<file path="src/shared/fsp_regs.vh">
`ifndef FSP_REGS_VH
`define FSP_REGS_VH
// Word offsets on the Wishbone bus (byte addresses).
`define FSP_ADR_OPTIONS     6'h00
`define FSP_ADR_CONFIG      6'h04
`define FSP_ADR_PROTECT     6'h08
`define FSP_ADR_STATUS      6'h0c
`define FSP_ADR_KEY_LO      6'h10
`define FSP_ADR_KEY_HI      6'h14
`define FSP_ADR_IRQ_STATUS  6'h18
`define FSP_ADR_IRQ_MASK    6'h1c
// Options fields.
`define FSP_OPT_BACKDOOR_KEY_ENABLE       7
`define FSP_OPT_NORED       6
`define FSP_OPT_USED_MASK   8'hc3
`define FSP_SEC_UNSECURED   2'h2
// Configuration fields.
`define FSP_CFG_KEY_WRITE_ACCESS      5
`define FSP_CFG_MASK        8'he0
// Protection fields.
`define FSP_PROT_DIS        0
// Status fields.
`define FSP_ST_CBEF         7
`define FSP_ST_CCF          6
`define FSP_ST_PVIOL        5
`define FSP_ST_ACCERR       4
`define FSP_ST_BLANK        2
`define FSP_ST_MASK         8'hf4
// Reset values.
`define FSP_CFG_RESET       8'h00
`define FSP_STATUS_RESET    8'hc0
`define FSP_IRQ_RESET       4'h0
// Key window length in bytes.
`define FSP_KEY_BYTES       4'h8
`endif

</file>
<file path="src/design/fsp_key_check.v">
`timescale 1ns/1ps
`include "fsp_regs.vh"
// Collects eight key bytes in order, compares each one as it arrives, and reports the match after the eighth.
module fsp_key_check
(
    input  wire        clk_i,
    input  wire        rst_i,
    input  wire        wr_i,
    input  wire [2:0]  idx_i,
    input  wire [7:0]  data_i,
    input  wire [63:0] key_i,
    output reg         match_o
);
    reg [3:0] cnt_q;
    reg       ok_q;
    wire      in_order;
    wire      byte_ok;

    assign in_order = (idx_i == cnt_q[2:0]);
    assign byte_ok  = (data_i == key_i[8*idx_i +: 8]);

    always @(posedge clk_i)
    begin
        if (rst_i)
        begin
            cnt_q   <= 4'h0;
            ok_q    <= 1'b1;
            match_o <= 1'b0;
        end
        else
        begin
            match_o <= 1'b0;
            if (wr_i)
            begin
                // compare after eight
                if (cnt_q == `FSP_KEY_BYTES - 4'h1)
                begin
                    match_o <= ok_q & byte_ok & in_order;
                    cnt_q   <= 4'h0;
                    ok_q    <= 1'b1;
                end
                else
                begin
                    cnt_q <= cnt_q + 4'h1;
                    ok_q  <= ok_q & byte_ok & in_order;
                end
            end
        end
    end
endmodule

</file>
<file path="src/design/fsp_regs.v">
// Register access over Wishbone and the placing of the registers were decided locally.
`timescale 1ns/1ps
`include "fsp_regs.vh"
// How it works
// Options register loads from nonvolatile option byte during each reset.
// Options register is read-only; bits 5 to 2 read zero.
// Option bit 7 enables backdoor; matching eight bytes unlock until reset.
// Only secured user firmware writes key bytes; debug writes never count.
// Option bit 6 set disables vector redirection; clear leaves it enabled.
// Security code 1:0 means unsecured; every other pattern means secured.
// While secured, block memory accesses from unsecured sources like debug.
// Security code becomes 1:0 after key match or all-blank check.
// Configuration bits 7 to 5 read/write; bits 4 to 0 zero.
// Configuration bit 5 routes key window writes: key compare or command.
// Protection register loads from nonvolatile protection byte during reset.
// Protection ignores user writes; debug writes update all eight bits.
// Select field bounds high-end protected region; protected edits refused.
// Protection bit 0 set means none; clear protects selected region.
// Status bits 3,1,0 read zero; others readable with special writes.
// Writing one to bit 7 launches; device clears, then sets when empty.
// Protected command ignored and violation flag set; write one clears.
// Access error on bad sequence, no divider, stop; write one clears.
// Key compared after all eight bytes; mismatch changes nothing.
module fsp_regs
(
    input  wire        clk_i,
    input  wire        rst_i,
    input  wire        wb_cyc_i,
    input  wire        wb_stb_i,
    input  wire        wb_we_i,
    input  wire [5:0]  wb_adr_i,
    input  wire [3:0]  wb_sel_i,
    input  wire [31:0] wb_dat_i,
    output reg  [31:0] wb_dat_o,
    output reg         wb_ack_o,
    input  wire        background_debug_mode_i,
    input  wire [7:0]  nonvolatile_option_byte_i,
    input  wire [7:0]  nonvolatile_protection_byte_i,
    input  wire [63:0] backdoor_comparison_key_i,
    input  wire        key_win_wr_i,
    input  wire [2:0]  key_win_idx_i,
    input  wire [7:0]  key_win_data_i,
    input  wire        key_win_debug_i,
    input  wire        cmd_is_edit_i,
    input  wire [15:0] cmd_addr_i,
    input  wire        cmd_done_i,
    input  wire        cmd_blank_i,
    input  wire        cmd_buf_taken_i,
    input  wire        cmd_seq_err_i,
    input  wire        divider_loaded_i,
    input  wire        stop_entry_i,
    input  wire        mem_access_i,
    input  wire        mem_access_debug_i,
    output wire        mem_access_ok_o,
    output wire        key_win_cmd_start_o,
    output reg         cmd_launch_o,
    output wire        secured_o,
    output wire        vector_redirect_en_o,
    output wire        irq_o
);
    reg  [7:0]  opt_q;
    reg  [7:0]  cfg_q;
    reg  [7:0]  prot_q;
    reg  [7:0]  st_q;
    reg  [7:0]  st_d;
    reg  [3:0]  irq_st_q;
    reg  [3:0]  irq_mask_q;
    reg         busy_q;
    reg         load_q;

    wire        wb_req;
    wire        wr_acc;
    wire        rd_acc;
    wire        wr_cfg;
    wire        wr_prot;
    wire        wr_stat;
    wire        wr_irqs;
    wire        wr_irqm;
    wire        launch_ok;
    wire        cmd_running;
    wire        key_src_ok;
    wire        key_gate_ok;
    wire        unlock;
    wire        key_match;
    wire        key_wr;
    wire        violation;
    wire        acc_err;
    wire        launch;
    wire [3:0]  ev;
    wire [3:0]  irq_st_d;
    genvar      gi;

    // secure decode
    function is_secured;
        input [1:0] code;
        begin
            is_secured = (code != `FSP_SEC_UNSECURED);
        end
    endfunction

    // region check
    function in_protected;
        input [7:0] prot;
        input [15:0] addr;
        begin
            // The select field is the upper address bits of the last
            // unprotected location; everything above it is protected.
            in_protected = ~prot[`FSP_PROT_DIS] &&
                           (addr[15:9] > prot[7:1]);
        end
    endfunction

    // Register select, shared by the write paths below.
    function adr_hit;
        input [5:0] adr;
        input [5:0] target;
        begin
            adr_hit = (adr == target);
        end
    endfunction

    // Read data for one register; unmapped and key offsets read zero.
    function [7:0] rd_mux;
        input [5:0] adr;
        input [7:0] opt;
        input [7:0] cfg;
        input [7:0] prot;
        input [7:0] st;
        input [3:0] irqs;
        input [3:0] irqm;
        begin
            case (adr)
                `FSP_ADR_OPTIONS:    rd_mux = opt;
                `FSP_ADR_CONFIG:     rd_mux = cfg;
                `FSP_ADR_PROTECT:    rd_mux = prot;
                `FSP_ADR_STATUS:     rd_mux = st;
                `FSP_ADR_IRQ_STATUS: rd_mux = {4'h0, irqs};
                `FSP_ADR_IRQ_MASK:   rd_mux = {4'h0, irqm};
                default:             rd_mux = 8'h00;
            endcase
        end
    endfunction

    // A request is taken once; the registered ack masks the second edge.
    assign wb_req = wb_cyc_i & wb_stb_i & ~wb_ack_o;
    assign wr_acc = wb_req & wb_we_i & wb_sel_i[0];
    assign rd_acc = wb_req & ~wb_we_i;

    // One write strobe per register keeps the address compare in one place.
    assign wr_cfg  = wr_acc & adr_hit(wb_adr_i, `FSP_ADR_CONFIG);
    assign wr_prot = wr_acc & adr_hit(wb_adr_i, `FSP_ADR_PROTECT);
    assign wr_stat = wr_acc & adr_hit(wb_adr_i, `FSP_ADR_STATUS);
    assign wr_irqs = wr_acc & adr_hit(wb_adr_i, `FSP_ADR_IRQ_STATUS);
    assign wr_irqm = wr_acc & adr_hit(wb_adr_i, `FSP_ADR_IRQ_MASK);

    // Only the one unsecured pattern opens the part; other codes stay locked.
    assign secured_o = is_secured(opt_q[1:0]);

    // redirect control
    assign vector_redirect_en_o = ~opt_q[`FSP_OPT_NORED];

    // block unsecured access
    assign mem_access_ok_o = mem_access_i &
                             ~(secured_o & mem_access_debug_i);

    // window routing
    assign key_win_cmd_start_o = key_win_wr_i & ~cfg_q[`FSP_CFG_KEY_WRITE_ACCESS];

    // firmware only keys
    // Debug writes never reach the comparator, so a probe cannot guess keys.
    assign key_src_ok = ~key_win_debug_i & secured_o;
    // key enable gate
    assign key_gate_ok = opt_q[`FSP_OPT_BACKDOOR_KEY_ENABLE] & cfg_q[`FSP_CFG_KEY_WRITE_ACCESS];
    assign key_wr = key_win_wr_i & key_src_ok & key_gate_ok;

    // The comparator sees only qualified writes; it never learns the source.
    fsp_key_check u_key
    (
        .clk_i   (clk_i),
        .rst_i   (rst_i),
        .wr_i    (key_wr),
        .idx_i   (key_win_idx_i),
        .data_i  (key_win_data_i),
        .key_i   (backdoor_comparison_key_i),
        .match_o (key_match)
    );

    // A launch needs the buffer empty; a write while full is dropped.
    assign launch = wr_stat & wb_dat_i[`FSP_ST_CBEF] & st_q[`FSP_ST_CBEF];
    // Only program and erase can violate; a blank check reads the array.
    assign violation = launch & cmd_is_edit_i &
                       in_protected(prot_q, cmd_addr_i);
    // error causes
    // Stop only counts while a command is in flight; idle stop is harmless.
    assign cmd_running = busy_q | cmd_launch_o;
    assign acc_err = cmd_seq_err_i | (stop_entry_i & cmd_running) |
                     (launch & cmd_is_edit_i & ~divider_loaded_i);
    assign launch_ok = launch & ~violation & ~acc_err;

    // unlock on match
    assign unlock = key_match | (cmd_done_i & cmd_blank_i);

    // option load
    // protection load
    // debug write only
    // The nonvolatile bytes are read one edge after reset so they settle.
    always @(posedge clk_i)
    begin
        if (rst_i)
        begin
            load_q <= 1'b1;
            opt_q  <= 8'h00;
            prot_q <= 8'h00;
            cfg_q  <= `FSP_CFG_RESET;
        end
        else
        begin
            load_q <= 1'b0;
            if (load_q)
            begin
                // unused bits zero
                opt_q  <= nonvolatile_option_byte_i & `FSP_OPT_USED_MASK;
                prot_q <= nonvolatile_protection_byte_i;
            end
            else
            begin
                if (unlock)
                    opt_q[1:0] <= `FSP_SEC_UNSECURED;
                if (wr_prot & background_debug_mode_i)
                    prot_q <= wb_dat_i[7:0];
            end
            // config mask
            if (wr_cfg)
                cfg_q <= wb_dat_i[7:0] & `FSP_CFG_MASK;
        end
    end

    // Status next value; hardware sets win over software clears.
    always @*
    begin
        st_d = st_q;
        if (wr_stat)
        begin
            // violation clear
            if (wb_dat_i[`FSP_ST_PVIOL])
                st_d[`FSP_ST_PVIOL] = 1'b0;
            // error clear
            if (wb_dat_i[`FSP_ST_ACCERR])
                st_d[`FSP_ST_ACCERR] = 1'b0;
        end
        // buffer flag
        if (launch_ok)
        begin
            st_d[`FSP_ST_CBEF]  = 1'b0;
            st_d[`FSP_ST_CCF]   = 1'b0;
            st_d[`FSP_ST_BLANK] = 1'b0;
        end
        if (cmd_buf_taken_i)
            st_d[`FSP_ST_CBEF] = 1'b1;
        if (cmd_done_i)
        begin
            st_d[`FSP_ST_CBEF]  = 1'b1;
            st_d[`FSP_ST_CCF]   = 1'b1;
            st_d[`FSP_ST_BLANK] = cmd_blank_i;
        end
        // violation set
        if (violation)
            st_d[`FSP_ST_PVIOL] = 1'b1;
        // error set
        if (acc_err)
            st_d[`FSP_ST_ACCERR] = 1'b1;
        // reserved status zero
        st_d = st_d & `FSP_ST_MASK;
    end

    // Interrupt events: key match, command done, violation, access error.
    assign ev[3] = key_match;
    assign ev[2] = cmd_done_i;
    assign ev[1] = violation;
    assign ev[0] = acc_err;

    // Each interrupt status bit is sticky; a new event beats a clear.
    generate
        for (gi = 0; gi < 4; gi = gi + 1)
        begin : g_irq
            assign irq_st_d[gi] = ev[gi] |
                                  (irq_st_q[gi] & ~(wr_irqs & wb_dat_i[gi]));
        end
    endgenerate

    always @(posedge clk_i)
    begin
        if (rst_i)
        begin
            st_q         <= `FSP_STATUS_RESET;
            cmd_launch_o <= 1'b0;
            irq_st_q     <= `FSP_IRQ_RESET;
            irq_mask_q   <= `FSP_IRQ_RESET;
        end
        else
        begin
            st_q         <= st_d;
            cmd_launch_o <= launch_ok;
            irq_st_q     <= irq_st_d;
            // The mask takes the low nibble only; upper lanes are ignored.
            if (wr_irqm)
                irq_mask_q <= wb_dat_i[3:0];
        end
    end

    // Tracks a command in flight, so a stop request can be judged.
    always @(posedge clk_i)
    begin
        if (rst_i)
            busy_q <= 1'b0;
        else if (cmd_launch_o)
            busy_q <= 1'b1;
        else if (cmd_done_i)
            busy_q <= 1'b0;
    end

    // Level output; it stays high until software clears the status bit or its mask bit.
    assign irq_o = |(irq_st_q & irq_mask_q);

    always @(posedge clk_i)
    begin
        if (rst_i)
        begin
            wb_ack_o <= 1'b0;
            wb_dat_o <= 32'h00000000;
        end
        else
        begin
            wb_ack_o <= wb_req;
            // Data is zero outside a read so a stale value never leaks.
            if (rd_acc)
                wb_dat_o <= {24'h000000, rd_mux(wb_adr_i, opt_q, cfg_q,
                                                prot_q, st_q, irq_st_q,
                                                irq_mask_q)};
            else
                wb_dat_o <= 32'h00000000;
        end
    end
endmodule

</file>
<file path="config.mk">
export PLATFORM = sky130hd
export DESIGN_NAME = fsp_regs
export DESIGN_NICKNAME = d
export VERILOG_FILES = /design/src/design/fsp_key_check.v /design/src/design/fsp_regs.v
export VERILOG_INCLUDE_DIRS = /design/src /design/src/shared
export SDC_FILE = /design/constraint.sdc
export NUM_CORES = 1
export LEC_CHECK = 0
export ABC_AREA = 1
export BUFFER_PORTS_ARGS = -buffer_cell sky130_fd_sc_hd__buf_2
export CAP_MARGIN = 20
export CORE_MARGIN = 1.5
export CORE_UTILIZATION = 45
export CTS_CLUSTER_DIAMETER = 120
export CTS_CLUSTER_SIZE = 40
export DETAILED_ROUTE_END_ITERATION = 6
export GPL_TIMING_DRIVEN = 0
export PLACE_DENSITY = 0.85
export SYNTH_ARGS = -nofsm -noshare
export SYNTH_HDL_FRONTEND = slang
export SYNTH_SLANG_ARGS = --single-unit
export TNS_END_PERCENT = 10
</file>
<file path="constraint.sdc">
create_clock -name clk_i -period 4.6 [get_ports clk_i]
set_clock_uncertainty 0.15 [all_clocks]
set_input_delay 0.23 -clock clk_i [delete_from_list [all_inputs] [get_ports clk_i]]
set_output_delay 0.23 -clock clk_i [all_outputs]
set_load 0.1 [all_outputs]
</file>
-- Word-level counts from Yosys, hierarchy flattened
Cells that the tools add are included.
- word-level logic and storage cells: 130
- bits in registers: 73
- input bits: 166
- output and inout bits: 39
- add/sub/neg operators: 1
- muxes and demuxes: 17
- reductions and logical operators: 17
- $lt $le $gt $ge: 1
- equal/unequal tests: 9
- shift operators: 1
- bitwise gates (word level): 63
- operator list (operator ; number):
    variable part select 64 x 7 -> 8 bit ; 1
    case mux 8 bit (6 select lines) ; 1
    AND 1 bit ; 37
    NOT 1 bit ; 17
    2-to-1 mux 8 bit ; 2
    nonzero test 2 bit ; 8
    equality test 6 x 4 -> 1 bit, second input constant ; 2
    equality test 6 x 5 -> 1 bit, second input constant ; 2
    2-to-1 mux 1 bit ; 10
    equality test 8 bit ; 1
    OR 1 bit ; 8
    greater-than comparator 7 bit ; 1
    equality test 6 x 3 -> 1 bit, second input constant ; 1
    logical NOT 6 bit ; 1
    2-to-1 mux 2 bit ; 3
    OR reduction 3 bit ; 2
    adder 4 x 1 -> 4 bit, second input constant ; 1
    AND 4 bit ; 1
    equality test 4 x 3 -> 1 bit, second input constant ; 1
    2-to-1 mux 4 bit ; 1
    AND reduction 2 bit ; 2
    OR reduction 2 bit ; 2
    OR reduction 4 bit ; 1
    equality test 3 bit ; 1
    2 further kinds ; 2

-- Longest topological paths before layout
Gate-level depths: netlist of the first run.
- depth after elaboration: 14
- depth in mapped cells: 15
- mapped depth without buffers: 14

-- Cells and area by module
From an unflattened synthesis of the first run, not the netlist that was laid out.
- cells, all modules: 581
- area total of the unflattened synthesis: 3493.4 um2
- modules (own cells, without submodules) (module ; area an instance (um2) ; times used ; seq. area each (um2) ; cells each):
    fsp_regs ; 2189.6 ; 1 ; 800.8 ; 310
    fsp_key_check ; 1303.8 ; 1 ; 120.1 ; 271

-- Worst setup path before layout of the first run
OpenSTA, ideal clock, no wires.
- path kind: register to output
- start: reg opt_q[1]
- end: out mem_access_ok_o
- arrival time: 3314 ps
- data required time: 4220 ps
- path buffers: 0
- cell stages (with the launch flop): 5
- path slack: 906 ps
- cells stage by stage: dfxtp_1 -> inv_1 -> nor2_1 -> inv_1 -> a21boi_0
- word-level cells in the longest chain between the ends: 4
- RTL lines (what ; line ; RTL):
    start, declared ; fsp_regs.v:61 ; reg [7:0] opt_q;
    start signal, assigned ; fsp_regs.v:222 ; opt_q <= nonvolatile_option_byte_i & `FSP_OPT_USED_MASK;
    start signal, assigned ; fsp_regs.v:228 ; opt_q[1:0] <= `FSP_SEC_UNSECURED;
    != test 2 bit (no source line) ; n/a ;
    named net secured_o ; fsp_regs.v:57 ; output wire secured_o,
    AND 1 bit ; fsp_regs.v:164 ; ~(secured_o & mem_access_debug_i);
    NOT 1 bit ; fsp_regs.v:164 ;
    AND 1 bit ; fsp_regs.v:163 ; assign mem_access_ok_o = mem_access_i &
    end, declared ; fsp_regs.v:54 ; output wire mem_access_ok_o,
The timed path passes the listed nets, and every way through them passes these cells.

-- Worst setup path in the final report of the first run
- start: reg opt_q[1]
- end: out mem_access_ok_o
- word-level cells in the longest chain between the ends: 4
- RTL lines (what ; line):
    != test 2 bit (no source line) ; n/a
    AND 1 bit ; fsp_regs.v:164
    NOT 1 bit ; fsp_regs.v:164
    AND 1 bit ; fsp_regs.v:163
Every way passes these cells.

==> results of run 1 <==
worst min-delay path: stages:
cell    delay [ps]
buf_2           80
nor2_1          40
nor2_1          90
stage by stage:
stage	total power, mW	setup WS (ps)	hold slack, ps	utilization	cells
3_5_place_dp	0.754	2750	268	0.592	809
3_3_place_gp	0.748	2790	273	0.592	809
6_report	1.04	2570	13.7	0.609	819
5_1_grt	1.10	2460	6.99	0.609	819
4_1_cts	1.04	2540	12.8	0.609	819
2_1_floorplan	0.663	906	108	-	572
repair_timing:
item	4_1_cts	5_1_grt
resized for setup	0	0
buffers inserted	0	0
hold buffers	2	0
endpoints found under the hold margin	2	0
layout by cell type (no fill, tap or decap), types with 2 or more instances in the layout:
cell type and instances:
dfxtp_1 46, a21oi_1 32, nor2_1 50, dlygate4sd3_1 2
o21ai_0 25, conb_1 24, buf_4 29, a31oi_1 5
nand3_1 41, clkbuf_1 7, a22oi_1 2, ha_1 8
clkbuf_8 5, inv_1 96, inv_2 3, o21ai_1 2
a221oi_1 2, nand3b_1 3, o211ai_1 6, nor4_1 3
nand4_1 5, buf_2 140, nor2_4 3, nand3_2 4
buf_6 5, o22ai_1 5, nor3_2 2, nand2_1 141
nand2_2 3, xor2_1 2, nor3_1 4, nor2_2 4
power breakdown:
| group | internal (mW) | leakage, nW | switching, mW |
|---|---|---|---|
| Combinational | 0.109 | 2.03 | 0.225 |
| Sequential | 0.408 | 0.375 | 0.00680 |
| Clock | 0.163 | 0.0524 | 0.132 |
cell families (layout without fill, tap and decap cells):
family / after synthesis / count (layout) / synth area share
and+or+nand+nor: 266 / 266 / 0.353
DFF: 46 / 46 / 0.270
xor gates and xnor gates: 3 / 3 / 0.00769
buffers and inverters: 141 / 289 / 0.199
other: 1 / 24 / 0.00110
adders and majority gates: 8 / 8 / 0.0293
AOI/OAI and AO/OA: 84 / 84 / 0.140
routing by layer:
metal / wire length [um] / part of all wire / up-vias
met5: 0 / 0 / -
met4: 174 / 0.018 / 0
met3: 575 / 0.061 / 17
met2: 4800 / 0.51 / 155
met1: 3910 / 0.41 / 1749
li1: - / - / 2028
worst max path at each step:
| stage | slack (ps) | end | startpoint | cells after the start |
|---|---|---|---|---|
| floorplan | 910 | mem_access_ok_o | opt_q[1]$_SDFFE_PP0P_ | 4 |
| CTS | 2540 | mem_access_ok_o | opt_q[1]$_SDFFE_PP0P_ | 5 |
| global route | 2460 | mem_access_ok_o | opt_q[1]$_SDFFE_PP0P_ | 5 |
| finish | 2570 | mem_access_ok_o | opt_q[1]$_SDFFE_PP0P_ | 5 |
| global placement | 2790 | st_q[2]$_SDFFE_PP0P_ | prot_q[7]$_SDFFE_PP0P_ | 11 |
| detailed placement | 2750 | st_q[2]$_SDFFE_PP0P_ | prot_q[7]$_SDFFE_PP0P_ | 11 |
state kept, by name (all words and copies together), names as in the netlist, 3 cells and up:
register,cells
cfg_q,3
irq_mask_q,4
irq_st_q,4
opt_q,4
prot_q,8
st_q,5
u_key.cnt_q,4
wb_dat_o,8
cell type report:
cell class / count / area (um^2)
timing repair buffer: 140 / 711
inverter: 100 / 378
sequential: 46 / 921
multi-input combinational: 385 / 1900
clock inverter: 1 / 30.0
fill: 711 / 2850
tap: 99 / 124
buffer: 41 / 303
clock buffer: 7 / 76.3
==> results.toml, run 1 <==
[outcome]
status = "complete, no violations"

[setup_path]
path_buf_inv = 3
cp.arrival_ps = 1650
worstPathCellList = "inv_1 > nor2_1 > inv_1 > a21boi_0 > buf_2"
path_max_fanout = 3
reg2reg_depth = 11
slowest_stage = "buf_2"
crit_top_cell = "inv_1"
rr_endpoint = "st_q[2]$_SDFFE_PP0P_"
critPathLaunchType = "flop"
rr_startpoint = "prot_q[7]$_SDFFE_PP0P_"
rrSetupSlack_ps = 2720
max_stage_delay_ps = 450
crit_path_end_kind = "output pin"
required_ps = 4220
path_delay_family = "buffers and inverters"
path_class = "flop to output pin"

[synthesis]
synth_cell_type_count = 40
synthTopCellsByCount = "141 x nand2_1, 96 x inv_1, 50 x nor2_1"
syn_inst = 549
yosys.area.top_type = "dfxtp_1"
yosys_warnings = 0
ys_ff_latch = 46
synth-async-reset-ratio = 0
synth.most_common_cell = "nand2_1"
syn_avg_cell_area_um2 = 6.22
syn_area_mm2 = 0.00342
yosys_most_used_dff = "dfxtp_1"
synth_top_area_frac = 0.270
synth_edf_count = 0
ys_top_cells_by_area = "dfxtp_1 27%, nand2_1 15%, inv_1 11%"
synth-seq-area-share = 0.270

[min_path]
min_from = "nonvolatile_option_byte_i[7]"
hold_path_class = "primary input to flop"
hold_path_depth = 3
hold_end = "opt_q[7]$_SDFFE_PP0P_"

[timing]
relSlewSlack = 0.642
fin_crit_ps = 2030
min_period_over_period = 0.441
setup_viol = 0
tns_ps = 0
tightestPinTransition_ps = 536
fmax_mhz = 493
rsz0062_at_grt = "false"
hold_viol_final = 0
slew_violations = 0

[floorplan]
start_util = 0.468
die_w_um = 90.1
die-area_mm2 = 0.00812
num_io_pins = 205
core-area_mm2 = 0.00729
rows = 31
die_h_um = 90.1

[placement]
place_area_mm2 = 0.00432
io_buffer_count = 138
dp_hpwl_um = 7850
globalplace.congestion = 0.918

[clocking]
numCtsBuffers = 5
htree_levels = 2
cts-root-buf = "clkbuf_8"
clock_sinks = 46
tritoncts = "built"
cts.path.max_buffers = 2
cts.clk_slew.worst_paths_ps = 80
clk_latency_ps = 310

[routing]
vias = 3949
wl_per_cell_um = 11.5
drtIter0Drc = 173
route.detailed.drc = 0
ant_nets = 0
drt-total-wl_um = 9460
dr.pass1.iters = 5
viasPerCell = 4.82

[finish]
final_area_mm2 = 0.00444
area_growth_pct = 30.1
final_nets = 893
drive_gt1_frac = 0.283
antenna_cells = 0

[job]
drv_cap = 0

[global_route]
use_met1 = 0.259
grt_util_met3 = 0.0440
grt_max_degree = 14
grt_pass1_wl_um = 15500
grt_use_met2 = 0.431
antenna_found_initial = 0
track_usage = 0.230
grt_overflow = 0
grt_pass1_vias = 3718
top_usage_layer = "met2"

[pwr]
pwr_density_cell_mw_per_mm2 = 235
p_leak_nw = 2.46
peakVddDrop_mv = 0.110
No activity file was read; power rests on OpenSTA's default activity.
==> run 2: changes to the inputs <==
--- a/config.mk
+++ b/config.mk
@@ -6,16 +6,16 @@
 export SDC_FILE = /design/constraint.sdc
 export NUM_CORES = 1
 export LEC_CHECK = 0
-export ABC_AREA = 1
+export ABC_AREA = 0
 export BUFFER_PORTS_ARGS = -buffer_cell sky130_fd_sc_hd__buf_2
 export CAP_MARGIN = 20
 export CORE_MARGIN = 1.5
-export CORE_UTILIZATION = 45
+export CORE_UTILIZATION = 38
 export CTS_CLUSTER_DIAMETER = 120
 export CTS_CLUSTER_SIZE = 40
 export DETAILED_ROUTE_END_ITERATION = 6
 export GPL_TIMING_DRIVEN = 0
-export PLACE_DENSITY = 0.85
+export PLACE_DENSITY = 0.79
 export SYNTH_ARGS = -nofsm -noshare
 export SYNTH_HDL_FRONTEND = slang
 export SYNTH_SLANG_ARGS = --single-unit
==> constraint.sdc (replaced) <==
create_clock -name clk_i -period 1.7 [get_ports clk_i]
set_clock_uncertainty 0.15 [all_clocks]
set_input_delay 0.085 -clock clk_i [delete_from_list [all_inputs] [get_ports clk_i]]
set_output_delay 0.085 -clock clk_i [all_outputs]
set_load 0.1 [all_outputs]
==> results.toml, run 2 <==
[outcome]
status = "complete, but fails checks"
violations = "negative hold slack, negative setup slack"

[synthesis]
ys_ff_latch = 46
synth_top_area_frac = 0.303
ys_top_cells_by_area = "dfxtp_1 30%, mux2i_1 12%, buf_4 5.9%"
yosys_most_used_dff = "dfxtp_1"
syn_inst = 345
synth-seq-area-share = 0.303
synth_edf_count = 0
synth.most_common_cell = "dfxtp_1"
synthTopCellsByCount = "46 x dfxtp_1, 36 x mux2i_1, 34 x nor2_1"
synth_cell_type_count = 51
syn_area_mm2 = 0.00304
syn_avg_cell_area_um2 = 8.82
synth-async-reset-ratio = 0
yosys_warnings = 0
yosys.area.top_type = "dfxtp_1"

[pwr]
p_leak_nw = 2.04
peakVddDrop_mv = 0.287
switching_share = 0.351
p_clk_frac = 0.238
p_seq_frac = 0.417
p_int_mw = 1.75
pwr_density_cell_mw_per_mm2 = 601
power_switching_mw = 0.945
p_comb_frac = 0.345

[global_route]
grt_max_degree = 14
grt_overflow = 0
grt_pass1_vias = 3152
track_usage = 0.215
grt_pass1_wl_um = 14400
antenna_found_initial = 0

[placement]
dp_hpwl_um = 7360
place_area_mm2 = 0.00397
post-place-ws_ps = -769
io_buffer_count = 134
globalplace.congestion = 0.892

[routing]
drtIter0Drc = 103
drt-total-wl_um = 9300
vias = 3188
viasPerCell = 4.95
wl_per_cell_um = 14.4
ant_nets = 0
dr.pass1.iters = 4
route.detailed.drc = 0

[floorplan]
die_h_um = 92.5
core-area_mm2 = 0.00773
rows = 32
die-area_mm2 = 0.00856
start_util = 0.394
num_io_pins = 205
die_w_um = 92.5

[timing]
relSlewSlack = 0.627
setup_ws_ps = -489
min_period_over_period = 1.29
holdWs_ps = -5.76
fmax_mhz = 457
rsz0062_at_grt = "true"
setup_viol = 21
hold_viol_final = 4
fin_crit_ps = 2190
slew_violations = 0
tightestPinTransition_ps = 559
tns_ps = -3050

[clocking]
cts.path.max_buffers = 2
htree_levels = 2
cts-root-buf = "clkbuf_8"
clock_sinks = 46
clk_latency_ps = 300
tritoncts = "built"
numCtsBuffers = 5
cts.clk_slew.worst_paths_ps = 80

[setup_path]
crit_path_end = "st_q[7]$_SDFFE_PP1P_"
cp.arrival_ps = 2230
startpoint = "prot_q[5]$_SDFFE_PP0P_"
critPathLaunchType = "flop"
rr_endpoint = "st_q[7]$_SDFFE_PP1P_"
rrSetupSlack_ps = -490
path_class = "flop to flop"
path_max_fanout = 3
crit_path_end_kind = "flop"
reg2reg_depth = 8
rr_startpoint = "prot_q[5]$_SDFFE_PP0P_"
required_ps = 1740

[finish]
final_area_mm2 = 0.00448
reg_top3 = "prot_q x8, wb_dat_o x8, st_q x5"
drive_gt1_frac = 0.423
fillers = 703
antenna_cells = 0
most-common-layout-cells = "137 x buf_2, 38 x dfxtp_1, 35 x mux2i_1"
final_nets = 716
final_common_cell = "buf_2"
area_growth_pct = 47.3

[min_path]
hold_path_class = "primary input to flop"
min_from = "nonvolatile_protection_byte_i[2]"

[job]
drv_cap = 0
[run 2: cell count changes in the layout (fill, tap and decap cells not counted), sizes merged, moves of 11 or more]
cell         before  now
nand3            45    5
nand2           145   27
o21ai            28   11
inv             100   15
mux2              0   11
nor2b             0   15
mux2i             0   36
dlygate4sd3       2   29
nor2             57   34
a21oi            32   14
[run 2: power groups by stage]
stage	Clock, mW	Sequential (mW)	Combinational (mW)
2_1_floorplan	0	1.15	0.616
3_3_place_gp	0	1.15	0.832
5_1_grt	0.689	1.13	0.990
3_5_place_dp	0	1.15	0.847
4_1_cts	0.651	1.12	0.916
6_report	0.642	1.12	0.930
[run 2: repair_timing]
item | 4_1_cts | 5_1_grt
resized for setup | 16 | 13
hold buffers | 29 | 0
pin swaps | 9 | 4
endpoints found under the setup margin | 25 | 32
cloned | 0 | 0
buffers inserted | 2 | 3
endpoints found under the hold margin | 31 | 0
[run 2: worst min-delay path by stage]
stage	depth (start not counted)	endpoint	slack [ps]
detailed placement	1	load_q$_DFF_P_	50
global placement	1	load_q$_DFF_P_	50
floorplan	0	load_q$_DFF_P_	-40
global route	4	prot_q[2]$_SDFFE_PP0P_	10
CTS	4	u_key.match_o$_SDFF_PP0_	0.1
finish	4	prot_q[2]$_SDFFE_PP0P_	-6
[run 2: layout make-up]
cell class / instances / area (um^2) / share of cell area
buffer: 40 / 269 / 0.0600
clock buffer: 5 / 68.8 / 0.0153
clock inverter: 2 / 10.0 / 0.00223
inverter: 15 / 56.3 / 0.0126
multi-input combinational: 266 / 2000 / 0.446
sequential: 46 / 933 / 0.208
tap: 102 / 128 / 0.0285
timing repair buffer: 168 / 1020 / 0.227
[run 2: per-layer routing]
layer	part of all wire	global-route usage	routed length, um
met1	0.36	0.225	3330
met2	0.54	0.420	5060
met3	0.074	0.0353	691
met4	0.023	0.0808	218
met5	0	0	0
[run 2: per-stage QoR]
stage	std cells	util	hold WS [ps]	power (mW)
final	644	0.580	-5.76	2.70
after global routing	644	0.580	12.0	2.81
after CTS	642	0.572	0.101	2.69
after detailed placement	604	0.514	53.5	1.99
after global placement	604	0.514	51.3	1.98
after floorplan	368	-	-37.3	1.76
[run 2: cell families after synthesis]
| logic type | share of synthesized area |
|---|---|
| flip-flops | 0.303 |
| multiplexers | 0.218 |
| buffers and inverters | 0.104 |
| AND/OR/NAND/NOR | 0.193 |
| other | 0.00123 |
| AO/OA/AOI/OAI | 0.117 |
| adder cells (fa/ha/maj) | 0.0329 |
| XOR/XNOR | 0.0317 |
[run 2: worst max-delay path: stages (launching register included)]
cell and delay [ps]:
dfxtp_2 340, inv_2 50, ha_4 210, a21o_1 150, a21oi_1 130, nor2b_1 60
o31a_1 340, or2_4 280, a2111o_1 360
==> run 3: changes to the inputs <==
--- a/config.mk
+++ b/config.mk
@@ -15,7 +15,9 @@
 export CTS_CLUSTER_SIZE = 40
 export DETAILED_ROUTE_END_ITERATION = 6
 export GPL_TIMING_DRIVEN = 0
+export HOLD_SLACK_MARGIN = 0.02
 export PLACE_DENSITY = 0.79
+export SETUP_SLACK_MARGIN = 0.05
 export SYNTH_ARGS = -nofsm -noshare
 export SYNTH_HDL_FRONTEND = slang
 export SYNTH_SLANG_ARGS = --single-unit
==> results.toml, run 3 (same netlist as run 2, synthesis figures left out) <==
[finish]
drive_gt1_frac = 0.431
final_common_cell = "buf_2"
area_growth_pct = 50.5
antenna_cells = 0
most-common-layout-cells = "137 x buf_2, 36 x mux2i_1, 36 x dfxtp_1"
final_nets = 721
reg_top3 = "prot_q x8, wb_dat_o x8, st_q x5"
fillers = 672

[pwr]
p_int_mw = 1.90
switching_share = 0.333
power_switching_mw = 0.948
peakVddDrop_mv = 0.337
p_comb_frac = 0.332
finalPower_mw = 2.85
p_leak_nw = 2.08
p_seq_frac = 0.395
pwr_density_cell_mw_per_mm2 = 621
p_clk_frac = 0.273

[timing]
fmax_mhz = 469
tightestPinTransition_ps = 565
slew_violations = 0
rsz0062_at_grt = "true"
fin_crit_ps = 2130
setup_viol = 21
setup_ws_ps = -433
hold_viol_final = 5
min_period_over_period = 1.25
holdWs_ps = -8.01
relSlewSlack = 0.623

[floorplan]
core-area_mm2 = 0.00773
num_io_pins = 205
die_w_um = 92.5
rows = 32
die_h_um = 92.5
start_util = 0.394
die-area_mm2 = 0.00856

[routing]
route.detailed.drc = 0
viasPerCell = 4.87
ant_nets = 0
wl_per_cell_um = 14.2
drtIter0Drc = 145
drt-total-wl_um = 9210
dr.pass1.iters = 4
vias = 3158

[global_route]
grt_pass1_wl_um = 14600
grt_max_degree = 14
track_usage = 0.214
grt_overflow = 0
antenna_found_initial = 0
grt_pass1_vias = 3222

[setup_path]
crit_path_end_kind = "flop"
path_class = "flop to flop"
path_max_fanout = 2
required_ps = 1750
critPathLaunchType = "flop"
cp.arrival_ps = 2180

[job]
drv_cap = 0

[clocking]
clk_latency_ps = 310
clock_sinks = 46
cts-root-buf = "clkbuf_8"
htree_levels = 2
numCtsBuffers = 5
tritoncts = "built"
cts.clk_slew.worst_paths_ps = 80
cts.path.max_buffers = 2

[outcome]
violations = "negative hold slack, negative setup slack"
status = "complete, but fails checks"

[placement]
dp_hpwl_um = 7260
globalplace.congestion = 0.853
io_buffer_count = 134

[min_path]
hold_path_class = "primary input to flop"
run 3: critical path, stage by stage (launching register included):
cell and delay, ps:
dfxtp_2 340, inv_2 50, ha_4 210, nor2b_4 120
o21ai_2 120, a21oi_2 80, o31a_1 330, or2_1 260
a2111o_1 370
run 3: final timing paths:
check	start	cells after the start	slack (ps)	end
worst max-delay path	prot_q[2]$_SDFFE_PP0P_	8	-430	st_q[7]$_SDFFE_PP1P_
worst min-delay path	wb_we_i	4	-8	wb_dat_o[2]$_SDFF_PP0_
worst max register to register	prot_q[2]$_SDFFE_PP0P_	8	-430	st_q[7]$_SDFFE_PP1P_
worst min register to register	st_q[5]$_SDFFE_PP0P_	2	310	st_q[5]$_SDFFE_PP0P_
run 3: layer usage:
layer / share of wire / global-route usage / up-vias
li1: - / - / 1576
met1: 0.38 / 0.222 / 1418
met2: 0.53 / 0.420 / 154
met3: 0.075 / 0.0435 / 10
met4: 0.013 / 0.0667 / 0
met5: 0 / 0 / -
run 3: power by group through the flow:
| stage | combinational, mW | sequential [mW] | clock [mW] |
|---|---|---|---|
| after detailed placement | 0.848 | 1.15 | 0 |
| after global placement | 0.833 | 1.15 | 0 |
| after floorplan | 0.620 | 1.15 | 0 |
| after CTS | 0.922 | 1.12 | 0.786 |
| final | 0.946 | 1.12 | 0.777 |
| after global routing | 1.00 | 1.13 | 0.834 |
run 3: final cells by class:
| cell class | instances | area (um^2) | area share |
|---|---|---|---|
| multi-input combinational | 266 | 2010 | 0.440 |
| timing repair buffer | 172 | 1040 | 0.228 |
| sequential | 46 | 936 | 0.204 |
| buffer | 41 | 297 | 0.0647 |
| tap | 102 | 128 | 0.0279 |
| clock buffer | 7 | 108 | 0.0235 |
| inverter | 15 | 56.3 | 0.0123 |
run 3: metrics by stage:
| stage | setup TNS [ps] | instances | util | instance area [um^2] | setup slack, ps |
|---|---|---|---|---|---|
| 5_1_grt | -5260 | 649 | 0.593 | 4580 | -492 |
| 3_5_place_dp | -11420 | 604 | 0.516 | 3980 | -797 |
| 3_3_place_gp | -10300 | 604 | 0.516 | 3980 | -746 |
| 2_1_floorplan | -5540 | 368 | - | 3190 | -422 |
| 4_1_cts | -6350 | 646 | 0.581 | 4490 | -475 |
| 6_report | -3730 | 649 | 0.593 | 4580 | -433 |
run 3: what timing repair did:
| action | in CTS | in global routing |
|---|---|---|
| buffers inserted | 3 | 3 |
| endpoints found under the hold margin | 32 | 0 |
| resized for setup | 14 | 22 |
| setup endpoints to repair | 29 | 34 |
| hold buffers | 32 | 0 |
| pin swaps | 13 | 9 |
